## config.mk

```make
export PLATFORM = sky130hd
export DESIGN_NAME = rscs_strap_cfg
export DESIGN_NICKNAME = d
export VERILOG_FILES = /design/src/logic/rscs_pkg.sv /design/src/logic/rscs_strap_cfg.sv
export SDC_FILE = /design/constraint.sdc
export NUM_CORES = 1
export LEC_CHECK = 0
export BUFFER_PORTS_ARGS = -buffer_cell sky130_fd_sc_hd__buf_2
export CAP_MARGIN = 40
export CORE_MARGIN = 1.5
export CORE_UTILIZATION = 39
export CTS_BUF_LIST = sky130_fd_sc_hd__clkbuf_4
export CTS_CLUSTER_SIZE = 25
export DETAILED_ROUTE_END_ITERATION = 7
export SETUP_SLACK_MARGIN = 0.05
export SLEW_MARGIN = 20
export SYNTH_ARGS = -nofsm -noshare
export SYNTH_HDL_FRONTEND = slang
export SYNTH_SLANG_ARGS = --single-unit
```

## constraint.sdc

```tcl
create_clock -name clk -period 3.24 [get_ports clk]
set_input_delay 0.81 -clock clk [delete_from_list [all_inputs] [get_ports clk]]
set_output_delay 0.81 -clock clk [all_outputs]
set_load 0.005 [all_outputs]
```

## src/logic/rscs_pkg.sv

```systemverilog
// Package for the reset strap configuration select block
package rscs_pkg;

    // Strap pins with fixed meaning
    localparam int PROTO_PIN = 9;
    localparam int HOLD_PIN  = 8;

    // Default select pins when none are assigned
    localparam logic [15:0] DEF_SEL_MASK = 16'h000f;
    localparam int          IDX_MIN_W    = 4;
    localparam int          MAX_CFG      = 16;

    // Reset values of straps and derived settings
    localparam logic RST_I2C      = 1'h1;
    localparam logic RST_EE_DIS   = 1'h0;
    localparam logic RST_ADDR_BIT = 1'h0;
    localparam logic RST_CLK_EN   = 1'h0;
    localparam logic RST_GPIO_OUT = 1'h0;

    // Host write field codes
    localparam logic [2:0] FLD_PROTO  = 3'h0;
    localparam logic [2:0] FLD_INDEX  = 3'h1;
    localparam logic [2:0] FLD_EE_DIS = 3'h2;
    localparam logic [2:0] FLD_ADDR   = 3'h3;
    localparam logic [2:0] FLD_CLK_EN = 3'h4;
    localparam logic [2:0] FLD_GPIO   = 3'h5;

    localparam int HOST_DATA_W = 16;

    // Start-up sequencer states
    typedef enum logic [6:0] {
        ST_HOLD = 7'h01,
        ST_CAPT = 7'h02,
        ST_LOAD = 7'h04,
        ST_CHK  = 7'h08,
        ST_CAL  = 7'h10,
        ST_LOCK = 7'h20,
        ST_RUN  = 7'h40
    } rscs_state_e;

    // Single-bit strap results
    typedef struct packed {
        logic i2c;
        logic ee_dis;
        logic addr_bit;
        logic hold_fault;
    } rscs_strap_s;

    // Host serial-port write of a derived setting
    typedef struct packed {
        logic                   valid;
        logic [2:0]             field;
        logic [HOST_DATA_W-1:0] data;
    } rscs_host_wr_s;

    // Status returned by the stored configuration loader and the PLL
    typedef struct packed {
        logic load_done;
        logic cksum_ok;
        logic cal_done;
        logic locked;
    } rscs_boot_sts_s;

endpackage

```

## src/logic/rscs_strap_cfg.sv

```systemverilog
// Reset strap capture and start-up configuration sequencer
`timescale 1ns/1ps

// Notes on behaviour
// Capture all pins at master reset rise
// Pin 9 low SPI, high I2C
// Board holds pin 8 high in reset
// No select pins: use pins 3..0
// Undriven default pins give index 15
// Lowest assigned pin is index LSB
// Under four pins: upper index bits zero
// Over four pins widen the index
// Index ignored without user configurations
// EEPROM-disable high blocks EEPROM reads
// No disable pin: search for EEPROM
// Several disable pins are ORed
// Address bit from pin, else zero
// Several address pins: highest index wins
// Address strap no effect in SPI
// Strap-derived settings stay host writable
// Defaults: clocks off, pins inputs
// Load config, regulators, clocks, PLL lock; regulators and clocks come on before the load
// Bad checksum keeps register defaults
// At most sixteen stored configurations
// Captured straps held until next reset
module rscs_strap_cfg #(
    parameter int NUM_GPIO = 16,
    parameter int NUM_OUT  = 16
) (
    input  wire logic                    clk,
    input  wire logic                    reset_n,
    input  wire logic                    master_reset_low,
    input  wire logic [NUM_GPIO-1:0]     gpio_in,
    input  wire logic [NUM_GPIO-1:0]     sel_pin_mask,
    input  wire logic [NUM_GPIO-1:0]     ee_dis_pin_mask,
    input  wire logic [NUM_GPIO-1:0]     addr_pin_mask,
    input  wire logic                    otp_has_user_cfg,
    input  wire rscs_pkg::rscs_boot_sts_s boot_sts,
    input  wire rscs_pkg::rscs_host_wr_s  host_wr,
    output logic                         serial_is_i2c_r,
    output logic [NUM_GPIO-1:0]          cfg_index_r,
    output logic                         ee_search_en_r,
    output logic                         slave_addr_bit_two_r,
    output logic                         hold_fault_r,
    output logic                         otp_load_req_r,
    output logic                         regs_use_defaults_r,
    output logic [NUM_OUT-1:0]           clk_out_en_r,
    output logic [NUM_GPIO-1:0]          gpio_out_mode_r,
    output logic                         regulators_en_r,
    output logic                         int_clocks_en_r,
    output logic                         pll_cal_start_r,
    output logic                         pll_lock_en_r,
    output logic                         boot_done_r
);

    // Reset release through two flops
    logic rst_meta_r;
    logic rst_n_s;

    always_ff @(posedge clk or negedge reset_n) begin
        if (!reset_n) begin
            rst_meta_r <= 1'b0;
            rst_n_s    <= 1'b0;
        end else begin
            rst_meta_r <= 1'b1;
            rst_n_s    <= rst_meta_r;
        end
    end

    // Packs the assigned pins, lowest pin into the LSB
    function automatic logic [NUM_GPIO-1:0] pack_sel(
        input logic [NUM_GPIO-1:0] pins,
        input logic [NUM_GPIO-1:0] mask
    );
        logic [NUM_GPIO-1:0] r;
        int                  k;
        r = '0;
        k = 0;
        for (int i = 0; i < NUM_GPIO; i++) begin
            if (mask[i]) begin
                r[k] = pins[i];
                k    = k + 1;
            end
        end
        return r;
    endfunction

    // Value of the highest assigned pin, zero when none
    function automatic logic top_pin(
        input logic [NUM_GPIO-1:0] pins,
        input logic [NUM_GPIO-1:0] mask
    );
        logic v;
        v = 1'b0;
        for (int i = 0; i < NUM_GPIO; i++) begin
            if (mask[i]) begin
                v = pins[i];
            end
        end
        return v;
    endfunction

    // Master reset edge detection; input is synchronous
    logic mr_low_d_r;
    wire  mr_rise = master_reset_low & ~mr_low_d_r;
    wire  mr_fall = ~master_reset_low & mr_low_d_r;

    always_ff @(posedge clk or negedge rst_n_s) begin
        if (!rst_n_s) begin
            mr_low_d_r <= 1'b0;
        end else begin
            mr_low_d_r <= master_reset_low;
        end
    end

    // Pin 8 watch during reset
    logic hold_low_seen_r;
    always_ff @(posedge clk or negedge rst_n_s) begin
        if (!rst_n_s) begin
            hold_low_seen_r <= 1'b0;
        end else if (mr_fall) begin
            hold_low_seen_r <= ~gpio_in[rscs_pkg::HOLD_PIN];
        end else if (!master_reset_low && !gpio_in[rscs_pkg::HOLD_PIN]) begin
            hold_low_seen_r <= 1'b1;
        end
    end

    // Default select pins when none assigned
    wire [NUM_GPIO-1:0] eff_sel_mask = (sel_pin_mask == '0)
                                     ? NUM_GPIO'(rscs_pkg::DEF_SEL_MASK)
                                     : sel_pin_mask;
    // Pack in pin order; width follows pin count
    wire [NUM_GPIO-1:0] sel_index    = pack_sel(gpio_in, eff_sel_mask);
    // Any disable pin high blocks EEPROM
    wire                ee_dis_pin   = |(gpio_in & ee_dis_pin_mask);
    // Highest assigned address pin only
    wire                addr_pin     = top_pin(gpio_in, addr_pin_mask);

    rscs_pkg::rscs_strap_s strap_nxt;
    always_comb begin
        // Protocol from pin 9
        strap_nxt.i2c        = gpio_in[rscs_pkg::PROTO_PIN];
        // Disable only when a pin says so
        strap_nxt.ee_dis     = ee_dis_pin;
        // Address bit only used for I2C
        strap_nxt.addr_bit   = gpio_in[rscs_pkg::PROTO_PIN] & addr_pin;
        strap_nxt.hold_fault = hold_low_seen_r | ~gpio_in[rscs_pkg::HOLD_PIN];
    end

    // Host write decode
    wire hw_proto = host_wr.valid && host_wr.field == rscs_pkg::FLD_PROTO;
    wire hw_index = host_wr.valid && host_wr.field == rscs_pkg::FLD_INDEX;
    wire hw_eedis = host_wr.valid && host_wr.field == rscs_pkg::FLD_EE_DIS;
    wire hw_addr  = host_wr.valid && host_wr.field == rscs_pkg::FLD_ADDR;
    wire hw_clken = host_wr.valid && host_wr.field == rscs_pkg::FLD_CLK_EN;
    wire hw_gpio  = host_wr.valid && host_wr.field == rscs_pkg::FLD_GPIO;
    wire [NUM_GPIO-1:0] hw_data_g = NUM_GPIO'(host_wr.data);
    wire [NUM_OUT-1:0]  hw_data_o = NUM_OUT'(host_wr.data);

    // Capture at rise; held otherwise; host may replace
    always_ff @(posedge clk or negedge rst_n_s) begin
        if (!rst_n_s) begin
            serial_is_i2c_r      <= rscs_pkg::RST_I2C;
            cfg_index_r          <= '1;
            ee_search_en_r       <= ~rscs_pkg::RST_EE_DIS;
            slave_addr_bit_two_r <= rscs_pkg::RST_ADDR_BIT;
            hold_fault_r         <= 1'b0;
        end else if (mr_rise) begin
            serial_is_i2c_r      <= strap_nxt.i2c;
            cfg_index_r          <= sel_index;
            ee_search_en_r       <= ~strap_nxt.ee_dis;
            slave_addr_bit_two_r <= strap_nxt.addr_bit;
            hold_fault_r         <= strap_nxt.hold_fault;
        end else begin
            if (hw_proto) begin
                serial_is_i2c_r <= host_wr.data[0];
            end
            if (hw_index) begin
                cfg_index_r <= hw_data_g;
            end
            if (hw_eedis) begin
                ee_search_en_r <= ~host_wr.data[0];
            end
            if (hw_addr) begin
                slave_addr_bit_two_r <= host_wr.data[0];
            end
        end
    end

    // Start-up sequencer
    rscs_pkg::rscs_state_e state_r;
    rscs_pkg::rscs_state_e state_nxt;

    // Load only with user configs and a valid index
    wire idx_in_range = cfg_index_r < NUM_GPIO'(rscs_pkg::MAX_CFG);
    wire want_load    = otp_has_user_cfg & idx_in_range;

    always_comb begin
        state_nxt = state_r;
        case (state_r)
            rscs_pkg::ST_HOLD: begin
                if (mr_rise) begin
                    state_nxt = rscs_pkg::ST_CAPT;
                end
            end
            rscs_pkg::ST_CAPT: begin
                state_nxt = want_load ? rscs_pkg::ST_LOAD : rscs_pkg::ST_CAL;
            end
            rscs_pkg::ST_LOAD: begin
                if (boot_sts.load_done) begin
                    state_nxt = rscs_pkg::ST_CHK;
                end
            end
            rscs_pkg::ST_CHK: begin
                state_nxt = rscs_pkg::ST_CAL;
            end
            rscs_pkg::ST_CAL: begin
                if (boot_sts.cal_done) begin
                    state_nxt = rscs_pkg::ST_LOCK;
                end
            end
            rscs_pkg::ST_LOCK: begin
                if (boot_sts.locked) begin
                    state_nxt = rscs_pkg::ST_RUN;
                end
            end
            rscs_pkg::ST_RUN: begin
                state_nxt = rscs_pkg::ST_RUN;
            end
            default: begin
                state_nxt = rscs_pkg::ST_HOLD;
            end
        endcase
        // New master reset returns the sequencer to ST_HOLD
        if (!master_reset_low) begin
            state_nxt = rscs_pkg::ST_HOLD;
        end
    end

    always_ff @(posedge clk or negedge rst_n_s) begin
        if (!rst_n_s) begin
            state_r <= rscs_pkg::ST_HOLD;
        end else begin
            state_r <= state_nxt;
        end
    end

    // Sequencer outputs, registered
    wire in_hold = state_nxt == rscs_pkg::ST_HOLD;
    always_ff @(posedge clk or negedge rst_n_s) begin
        if (!rst_n_s) begin
            otp_load_req_r  <= 1'b0;
            regulators_en_r <= 1'b0;
            int_clocks_en_r <= 1'b0;
            pll_cal_start_r <= 1'b0;
            pll_lock_en_r   <= 1'b0;
            boot_done_r     <= 1'b0;
        end else begin
            otp_load_req_r  <= state_nxt == rscs_pkg::ST_LOAD;
            regulators_en_r <= !in_hold;
            int_clocks_en_r <= !in_hold;
            pll_cal_start_r <= state_nxt == rscs_pkg::ST_CAL;
            pll_lock_en_r   <= state_nxt == rscs_pkg::ST_LOCK
                            || state_nxt == rscs_pkg::ST_RUN;
            boot_done_r     <= state_nxt == rscs_pkg::ST_RUN;
        end
    end

    // Failed checksum leaves defaults in place
    always_ff @(posedge clk or negedge rst_n_s) begin
        if (!rst_n_s) begin
            regs_use_defaults_r <= 1'b1;
        end else if (mr_rise) begin
            regs_use_defaults_r <= 1'b1;
        end else if (state_r == rscs_pkg::ST_CHK) begin
            regs_use_defaults_r <= ~boot_sts.cksum_ok;
        end
    end

    // Defaults: clocks off, pins inputs; host may change
    always_ff @(posedge clk or negedge rst_n_s) begin
        if (!rst_n_s) begin
            clk_out_en_r    <= {NUM_OUT{rscs_pkg::RST_CLK_EN}};
            gpio_out_mode_r <= {NUM_GPIO{rscs_pkg::RST_GPIO_OUT}};
        end else if (!master_reset_low) begin
            clk_out_en_r    <= {NUM_OUT{rscs_pkg::RST_CLK_EN}};
            gpio_out_mode_r <= {NUM_GPIO{rscs_pkg::RST_GPIO_OUT}};
        end else begin
            if (hw_clken) begin
                clk_out_en_r <= hw_data_o;
            end
            if (hw_gpio) begin
                gpio_out_mode_r <= hw_data_g;
            end
        end
    end

    // Assertions
    a_proto_capture: assert property (
        @(posedge clk) disable iff (!rst_n_s)
        mr_rise |=> serial_is_i2c_r == $past(gpio_in[rscs_pkg::PROTO_PIN]))
        else $error("protocol strap not captured");

    a_default_index: assert property (
        @(posedge clk) disable iff (!rst_n_s)
        (mr_rise && sel_pin_mask == '0)
        |=> cfg_index_r == NUM_GPIO'($past(gpio_in[3:0])))
        else $error("default select index wrong");

    a_index_lsb: assert property (
        @(posedge clk) disable iff (!rst_n_s)
        (mr_rise && sel_pin_mask != '0)
        |=> cfg_index_r[0] == $past(gpio_in[$clog2(NUM_GPIO)'($countones(
            (sel_pin_mask & ~(sel_pin_mask - 1'b1)) - 1'b1))]))
        else $error("select LSB not lowest pin");

    a_ee_or: assert property (
        @(posedge clk) disable iff (!rst_n_s)
        mr_rise |=> ee_search_en_r == !$past(|(gpio_in & ee_dis_pin_mask)))
        else $error("EEPROM disable not ORed");

    a_addr_spi: assert property (
        @(posedge clk) disable iff (!rst_n_s)
        (mr_rise && !gpio_in[rscs_pkg::PROTO_PIN]) |=> !slave_addr_bit_two_r)
        else $error("address bit set in SPI mode");

    a_strap_hold: assert property (
        @(posedge clk) disable iff (!rst_n_s)
        (!mr_rise && !host_wr.valid) |=> $stable(serial_is_i2c_r)
            && $stable(cfg_index_r) && $stable(ee_search_en_r))
        else $error("strap value changed without cause");

    a_no_load_user: assert property (
        @(posedge clk) disable iff (!rst_n_s)
        !otp_has_user_cfg && state_r == rscs_pkg::ST_CAPT
        |=> !otp_load_req_r ##1 !otp_load_req_r)
        else $error("load requested without user configs");

    a_cksum_defaults: assert property (
        @(posedge clk) disable iff (!rst_n_s)
        (state_r == rscs_pkg::ST_CHK && !boot_sts.cksum_ok && master_reset_low)
        |=> regs_use_defaults_r)
        else $error("bad checksum did not keep defaults");

    a_defaults_off: assert property (
        @(posedge clk) disable iff (!rst_n_s)
        !master_reset_low ##1 !master_reset_low
        |-> clk_out_en_r == '0 && gpio_out_mode_r == '0)
        else $error("outputs not default in reset");

    a_host_write: assert property (
        @(posedge clk) disable iff (!rst_n_s)
        (hw_index && !mr_rise) |=> cfg_index_r == $past(hw_data_g))
        else $error("host write to index lost");

endmodule // rscs_strap_cfg

```

==> impl_metrics.py, run 1 <==
metrics = {
    "worst_setup_path": {
        "critPathCaptureType": "flip-flop",
        "startpoint_type": "input port",
        "crit_slowest_cell": "or4_4",
        "critPathRequiredTime_ns": 3.60,
        "crit_top_cell": "ha_4",
        "cp_slowest_stage_delay_ns": 0.60,
        "critPathKind": "in2reg",
        "crit_path_max_fanout": 8,
        "crit_arrival_ns": 10.18,
    },
    "power": {
        "p_per_area_nw_per_um2": 870,
        "finalPower_mw": 14.3,
        "ir_drop_uv": 633,
        "p_leak_nw": 7.54,
    },
    "outcome": {
        "violations": "negative setup slack",
        "status": "complete, but fails checks",
    },
    "detailed_routing": {
        "drt-vias-per-instance": 5.91,
        "wl_per_cell_microns": 20.2,
        "routed_wl_microns": 48300,
        "drtAntennaViolNets": 0,
        "vias": 14200,
        "dr.pass1.iters": 6,
        "drcViolationCount": 0,
        "drt_first_iter_violations": 1496,
    },
    "sta": {
        "fin_crit_sh_pct": 303,
        "slew_violations": 0,
        "worstMarginPinSlew_ns": 0.776,
        "fin_ws_ns": -6.58,
        "slew_headroom_pct": 48.0,
        "period_needed_ns": 9.82,
        "hold_viol": 0,
        "final.setup_skew_ns": 0.0143,
        "fmax_ghz": 0.102,
        "hold_ws_ns": 0.119,
        "setup_viol": 16,
        "rsz0062_at_grt": "yes",
    },
    "synth": {
        "synth_seq_area_share_pct": 16.4,
        "ys_warn_count": 0,
        "synth_edf_count": 0,
        "ys_async_sr_fraction_pct": 100,
        "ys.flop_type": "dfrtp_1",
        "synth.cell_area_sq_um": 10700,
        "synth_area_per_cell_sq_um": 7.29,
        "synth_seq_cells": 69,
        "synth_cells": 1464,
        "synth_cell_types": 106,
    },
    "floorplan": {
        "die_w_microns": 168,
        "dieArea_sq_um": 28400,
        "core-area_sq_um": 26900,
        "start_util_pct": 39.7,
        "ioPinCount": 151,
        "die_height_microns": 168,
        "rows": 60,
    },
    "place": {
        "pre_cts_slack_ns": -7.18,
        "placed_area_sq_um": 15000,
        "io_buffers": 150,
        "gp_congestion": 1.03,
        "hpwl_microns": 38600,
    },
    "finish": {
        "seq_area_sq_um": 1750,
        "diodes": 0,
        "final_nets": 2190,
        "drive_gt1_share_pct": 43.1,
        "most-common-layout-cells": "buf_4 (501), nand2_1 (190), buf_2 (147), nor2_1 (91), nand3_1 (66)",
        "final_common_cell": "buf_4",
        "final_cell_area_sq_um": 16400,
        "fillers": 2437,
        "multiInputGateArea_sq_um": 9190,
        "syn_to_final_growth_pct": 53.8,
    },
    "global_routing": {
        "grt_max_degree": 38,
        "grt_pass1_vias": 13300,
        "grt_use_total_pct": 33.5,
        "antenna_found_initial": 0,
        "grt_pass1_wl_microns": 74800,
        "grt-ovfl-total": 0,
    },
    "clocking": {
        "path_clk_slew_ns": 0.12,
        "cts_tree": "yes",
        "htreeDepth": 3,
        "clockBufferDepth": 2,
        "clkSinkCount": 69,
        "cts_inserted_buffers": 9,
        "insertion_delay_ns": 0.42,
        "cts_root_buf": "clkbuf_4",
    },
    "min_path": {
        "hold_path_class": "reg2async",
    },
    "run": {
        "max-cap-violations": 0,
    },
}
==> Yosys cell counts, types with 11 or more instances <==
master    instances  area [sq um]
nand2_1         203           762
buf_2            13          65.1
nand3_1          68           340
a211oi_1         22           165
o211ai_1         30           225
dfrtp_1          49          1230
and3_1           26           163
mux2i_1          60           601
dfstp_2          20           526
xnor2_1          28           245
clkbuf_1         66           248
a21oi_1          47           235
a31oi_1          29           181
or3_1            30           188
nand4_1          51           319
ha_1             47           588
a21boi_0         34           255
nor2b_1          20           125
mux2_2           16           180
nor2_1           94           353
nor4_1           28           175
and2_1           27           169
o31ai_1          15           113
nand2b_1         11          68.8
inv_1            48           180
o21ai_0          68           340
nor3_1           57           285
==> worst paths after layout <==
| check | cells after the start | from | end | slack (ns) |
|---|---|---|---|---|
| worst max-delay path | 50 | sel_pin_mask[8] | cfg_index_r[8]$_DFFE_PN1P_ | -6.58 |
| worst min-delay path | 0 | rst_n_s$_DFF_PN0_ | int_clocks_en_r$_DFF_PN0_ | 0.12 |
| worst max register to register | 7 | state_r[2]$_DFF_PN0_ | pll_lock_en_r$_DFF_PN0_ | 1.03 |
| worst min register to register | 0 | rst_n_s$_DFF_PN0_ | int_clocks_en_r$_DFF_PN0_ | 0.12 |
| max in group asynchronous | 2 | rst_n_s$_DFF_PN0_ | clk_out_en_r[10]$_DFFE_PN0P_ | 2.24 |
| min in group clk | 0 | rst_meta_r$_DFF_PN0_ | rst_n_s$_DFF_PN0_ | 0.37 |
==> power breakdown <==
part           switching [mW]  internal, mW
clock                   0.307         0.170
sequential             0.0819          1.05
combinational            6.47          6.21
==> cells by family after synthesis <==
family          share of synthesized area [%]
simple gates                             32.7
mux                                      7.57
compound gates                           27.4
flops                                    16.4
fa+ha+maj                                5.60
other cells                            0.0351
xor+xnor                                 4.83
buf+inv                                  5.39
==> per-layer routing <==
metal	up-vias	wire length [microns]	GRT usage, %
li1	6715	-	-
met1	6664	21400	45.2
met2	673	21500	54.5
met3	105	3520	3.60
met4	0	1940	13.9
met5	-	0	0
==> critical path, delay by kind of cell <==
| family | cells | cell delay, ns |
|---|---|---|
| AO/OA/AOI/OAI | 15 | 2.16 |
| AND/OR/NAND/NOR | 19 | 3.78 |
| multiplexers | 2 | 0.61 |
| adder cells (fa/ha/maj) | 10 | 2.44 |
| buffers and inverters | 4 | 0.34 |
==> timing repair <==
action | in CTS | in global routing
pin swaps | 51 | 60
resized for setup | 79 | 52
setup endpoints to repair | 16 | 16
hold buffers | 0 | 0
buffers inserted | 67 | 18
==> layout make-up <==
type / instances / share of cell area (%)
Sequential cell: 69 / 10.7
Clock buffer: 11 / 0.503
Inverter: 49 / 1.14
Multi-Input combinational cell: 1254 / 56.0
Clock inverter: 5 / 0.168
Tap cell: 341 / 2.60
Timing Repair Buffer: 668 / 29.0
==> stage by stage <==
stage	cells	TNS, ns	utilization [%]
detailed placement	2300	-113.04	55.9
global route	2397	-109.65	61.1
finish	2397	-104.11	61.1
floorplan	1465	-108.93	-
CTS	2381	-100.95	59.6
global placement	2300	-108.59	55.9
==> registers in the layout (all words and copies together) (netlist names), 7 cells and up <==
name             flops
state_r              7
cfg_index_r         16
clk_out_en_r        16
gpio_out_mode_r     16
No activity file was read; power rests on OpenSTA's default activity.
==> inputs of run 2 (changes only) <==
Settings changed: CORE_MARGIN 1.5 to 3, HOLD_SLACK_MARGIN set to 0.02.
==> impl_metrics.py, run 2 (same netlist as run 1, synthesis figures left out) <==
metrics = {
    "worst_setup_path": {
        "worst-path-buf-inv": 7,
        "worstReg2RegStart": "state_r[6]$_DFF_PN0_",
        "crit_path_max_fanout": 9,
        "crit_slowest_cell": "or4_4",
        "critPathCaptureType": "flip-flop",
        "cp_slowest_stage_delay_ns": 0.58,
        "startpoint": "sel_pin_mask[9]",
        "reg2reg_setup_slack_ns": 0.94,
        "crit_arrival_ns": 10.18,
        "critPathRequiredTime_ns": 3.61,
        "r2r-end": "pll_lock_en_r$_DFF_PN0_",
        "crit_top_cell": "ha_4",
        "r2r_cells": 7,
        "critPathKind": "in2reg",
        "crit_path_end": "cfg_index_r[14]$_DFFE_PN1P_",
        "cp.depth": 51,
        "startpoint_type": "input port",
        "critical_path.top_delay_family": "simple AND/OR/NAND/NOR gates",
    },
    "clocking": {
        "cts_inserted_buffers": 9,
        "clockBufferDepth": 2,
        "cts_tree": "yes",
        "clkSinkCount": 69,
        "htreeDepth": 3,
        "cts_root_buf": "clkbuf_4",
        "insertion_delay_ns": 0.43,
        "path_clk_slew_ns": 0.15,
        "ctsHoldBuffers": 0,
    },
    "finish": {
        "syn_to_final_growth_pct": 54.2,
        "final_common_cell": "buf_4",
        "drive_gt1_share_pct": 43.1,
        "most-common-layout-cells": "buf_4 (517), nand2_1 (190), buf_2 (150), nor2_1 (89), nand3_1 (67)",
        "top_regs": "cfg_index_r x16, clk_out_en_r x16, gpio_out_mode_r x16",
        "final_nets": 2200,
    },
    "global_routing": {
        "grt_pass1_vias": 13700,
        "grt_use_total_pct": 32.0,
        "grt_max_degree": 45,
        "antenna_found_initial": 4,
        "grt-ovfl-total": 0,
        "grt_pass1_wl_microns": 75100,
    },
    "sta": {
        "slew_headroom_pct": 51.6,
        "slew_violations": 0,
        "worstMarginPinSlew_ns": 0.722,
        "setup_viol": 16,
        "fin_tns_setup_ns": -103.86,
        "fin_crit_sh_pct": 303,
        "hold_viol": 0,
        "fin_ws_ns": -6.57,
        "final.setup_skew_ns": 0.0316,
        "period_needed_ns": 9.81,
        "fmax_ghz": 0.102,
        "rsz0062_at_grt": "yes",
    },
    "detailed_routing": {
        "drtAntennaViolNets": 0,
        "drt-vias-per-instance": 6.02,
        "wl_per_cell_microns": 20.5,
        "vias": 14500,
        "drt_first_iter_violations": 1293,
        "dr.pass1.iters": 7,
        "routed_wl_microns": 49300,
        "drcViolationCount": 0,
    },
    "floorplan": {
        "die_height_microns": 171,
        "dieArea_sq_um": 29400,
        "rows": 59,
        "core-area_sq_um": 26500,
        "die_w_microns": 171,
        "ioPinCount": 151,
        "start_util_pct": 40.3,
    },
    "power": {
        "p_leak_nw": 7.63,
        "finalPower_mw": 14.2,
        "p_per_area_nw_per_um2": 862,
        "ir_drop_uv": 749,
    },
    "place": {
        "io_buffers": 150,
        "gp_congestion": 0.991,
        "hpwl_microns": 38700,
    },
    "run": {
        "max-cap-violations": 0,
    },
    "min_path": {
        "hold_path_class": "in2async",
    },
    "outcome": {
        "violations": "negative setup slack",
        "status": "complete, but fails checks",
    },
}
[run 2: worst reg2reg max path, cell delays in order, from the launching register on]
cell	delay, ns
dfrtp_1	0.48
or3_1	0.42
nor3_1	0.33
o21ai_0	0.19
o31ai_1	0.12
nand4_1	0.21
a211oi_1	0.35
or2_2	0.17
[run 2: worst min path at each step]
stage	endpoint	slack, ns
5_1_grt	rst_n_s$_DFF_PN0_	0.12
2_1_floorplan	rst_n_s$_DFF_PN0_	0.33
6_report	rst_n_s$_DFF_PN0_	0.15
3_5_place_dp	mr_low_d_r$_DFF_PN0_	0.26
4_1_cts	rst_n_s$_DFF_PN0_	0.12
3_3_place_gp	mr_low_d_r$_DFF_PN0_	0.26
[run 2: metal layers]
metal  part of all wire, %  global-route usage [%]  vias up  routed length, microns
li1                      -                       -     6730                       -
met1                    43                    43.8     6917                   21300
met2                    45                    52.4      727                   22300
met3                   8.1                    3.84      110                    3990
met4                   3.5                    10.8        0                    1720
met5                     0                       0        -                       0
[run 2: report_power, final]
group	internal [mW]	leakage [nW]	switching (mW)
clock network	0.326	0.0895	0.368
logic	5.95	6.67	6.40
registers	1.05	0.871	0.0960
[run 2: area by class of cell]
class                           instances  area [sq um]
Clock inverter                          7           105
Sequential cell                        69          1750
Antenna cell                            4          10.0
Tap cell                              335           419
Multi-Input combinational cell       1254          9150
Inverter                               49           186
Timing Repair Buffer                  678          4770
Fill cell                            2346         10000
Clock buffer                            9          67.6
[run 2: through the flow]
stage                     std cells  hold WS [ns]  setup WS [ns]  instance area, sq um  utilization [%]
final                          2405         0.146          -6.57                 16500             62.1
after global routing           2405         0.124          -6.92                 16500             62.1
after CTS                      2392         0.125          -6.43                 16100             60.9
after detailed placement       2309         0.264          -7.33                 15100             57.0
after global placement         2308         0.261          -7.08                 15100             57.0
after floorplan                1465         0.331          -6.94                 11000                -
[run 2: repair_timing]
item,CTS,global route
setup buffers,68,15
resized for setup,67,58
endpoints found under the setup margin,16,16
pin swaps,44,27
==> inputs of run 3 (changes only) <==
Settings changed: CORE_UTILIZATION 39 to 36, GPL_ROUTABILITY_DRIVEN set to 0.
==> impl_metrics.py, run 3 (same netlist as run 1, synthesis figures left out) <==
metrics = {
    "clocking": {
        "clkSinkCount": 69,
        "cts_inserted_buffers": 9,
        "ctsHoldBuffers": 0,
        "cts_root_buf": "clkbuf_4",
        "cts_tree": "yes",
        "path_clk_slew_ns": 0.13,
        "htreeDepth": 3,
        "clockBufferDepth": 2,
        "insertion_delay_ns": 0.42,
    },
    "floorplan": {
        "rows": 62,
        "ioPinCount": 151,
        "start_util_pct": 36.9,
        "dieArea_sq_um": 31800,
        "core-area_sq_um": 28900,
        "die_height_microns": 178,
        "die_w_microns": 178,
    },
    "finish": {
        "final_common_cell": "buf_4",
        "drive_gt1_share_pct": 43.8,
        "final_nets": 2199,
        "top_regs": "cfg_index_r x16, clk_out_en_r x16, gpio_out_mode_r x16",
        "fillers": 2616,
        "syn_to_final_growth_pct": 56.4,
        "most-common-layout-cells": "buf_4 (514), nand2_1 (189), buf_2 (147), nor2_1 (90), nand3_1 (67)",
    },
    "worst_setup_path": {
        "crit_path_max_fanout": 7,
        "reg2reg_setup_slack_ns": 1.03,
        "crit_arrival_ns": 10.09,
        "crit_top_cell": "buf_4",
        "startpoint": "sel_pin_mask[8]",
        "cp_slowest_stage_delay_ns": 0.58,
        "worstReg2RegStart": "state_r[6]$_DFF_PN0_",
        "critPathRequiredTime_ns": 3.61,
        "r2r-end": "pll_lock_en_r$_DFF_PN0_",
        "critPathCaptureType": "flip-flop",
        "r2r_cells": 7,
        "startpoint_type": "input port",
        "crit_slowest_cell": "or4_4",
        "critPathKind": "in2reg",
    },
    "global_routing": {
        "antenna_found_initial": 1,
        "grt_use_total_pct": 29.5,
        "grt_pass1_vias": 13700,
        "grt_pass1_wl_microns": 74700,
        "grt_max_degree": 40,
        "grt-ovfl-total": 0,
    },
    "sta": {
        "slew_violations": 0,
        "hold_viol": 0,
        "rsz0062_at_grt": "yes",
        "fin_crit_sh_pct": 300,
        "worstMarginPinSlew_ns": 0.809,
        "final.setup_skew_ns": 0.0205,
        "fin_tns_setup_ns": -102.20,
        "period_needed_ns": 9.72,
        "setup_viol": 16,
        "fmax_ghz": 0.103,
        "fin_ws_ns": -6.48,
        "slew_headroom_pct": 46.1,
    },
    "place": {
        "io_buffers": 150,
        "hpwl_microns": 38000,
        "pre_cts_slack_ns": -7.22,
    },
    "power": {
        "finalPower_mw": 14.4,
        "ir_drop_uv": 641,
        "p_leak_nw": 7.61,
        "p_per_area_nw_per_um2": 862,
    },
    "run": {
        "max-cap-violations": 0,
    },
    "detailed_routing": {
        "wl_per_cell_microns": 20.0,
        "drt_first_iter_violations": 1613,
        "dr.pass1.iters": 8,
        "drcViolationCount": 3,
        "routed_wl_microns": 49000,
        "drt-vias-per-instance": 5.94,
        "drtAntennaViolNets": 0,
        "vias": 14600,
    },
    "outcome": {
        "violations": "design-rule violations, negative setup slack",
        "status": "complete, but fails checks",
    },
    "min_path": {
        "hold_path_class": "in2async",
    },
}
-- run 3: power by group --
part | total [mW] | internal, mW | leakage, nW | switching, mW
registers | 1.14 | 1.05 | 0.871 | 0.0888
logic | 12.6 | 6.18 | 6.65 | 6.43
clock network | 0.644 | 0.315 | 0.0842 | 0.328
-- run 3: final cells by class --
class                           instances  area, sq um  area share (%)
Tap cell                              384          480            2.88
Clock buffer                            9         67.6           0.405
Antenna cell                            1         2.50          0.0150
Inverter                               49          186            1.12
Multi-Input combinational cell       1254         9320            55.8
Clock inverter                          7         97.6           0.585
Sequential cell                        69         1750            10.5
Timing Repair Buffer                  677         4790            28.7
-- run 3: worst max-delay path by stage --
stage / endpoint / slack (ns) / depth (start not counted)
2_1_floorplan: cfg_index_r[8]$_DFFE_PN1P_ / -6.94 / 51
3_3_place_gp: cfg_index_r[11]$_DFFE_PN1P_ / -6.93 / 53
3_5_place_dp: cfg_index_r[11]$_DFFE_PN1P_ / -7.22 / 53
4_1_cts: cfg_index_r[11]$_DFFE_PN1P_ / -6.36 / 53
5_1_grt: cfg_index_r[9]$_DFFE_PN1P_ / -6.71 / 50
6_report: cfg_index_r[9]$_DFFE_PN1P_ / -6.48 / 58
-- run 3: per-stage QoR --
stage / cells / util (%) / instance area [sq um] / hold WS (ns)
after CTS: 2438 / 56.3 / 16300 / 0.116
after detailed placement: 2338 / 51.9 / 15000 / 0.302
final: 2450 / 57.7 / 16700 / 0.140
after floorplan: 1465 / - / 11000 / 0.331
after global routing: 2450 / 57.7 / 16700 / 0.109
after global placement: 2337 / 51.9 / 15000 / 0.300
-- run 3: worst max-delay path, delay by kind of cell --
kind / cells / cell delay [ns]
buffers and inverters: 31 / 3.95
AO/OA/AOI/OAI: 10 / 1.56
adder cells (fa/ha/maj): 4 / 0.84
XOR/XNOR: 3 / 0.42
multiplexers: 2 / 0.36
AND/OR/NAND/NOR: 8 / 2.10
-- run 3: repair_timing --
action	in CTS	in global routing
endpoints found under the hold margin	0	0
pin swaps	62	33
setup endpoints to repair	16	16
gates resized for setup	103	61
setup buffers	90	14
-- run 3: layer usage --
layer	wire [microns]	global-route usage (%)	vias to the layer above
met5	0	0	-
met3	4280	4.28	161
met4	2430	12.1	0
met1	20400	38.8	6894
met2	21900	48.4	771
li1	-	-	6733
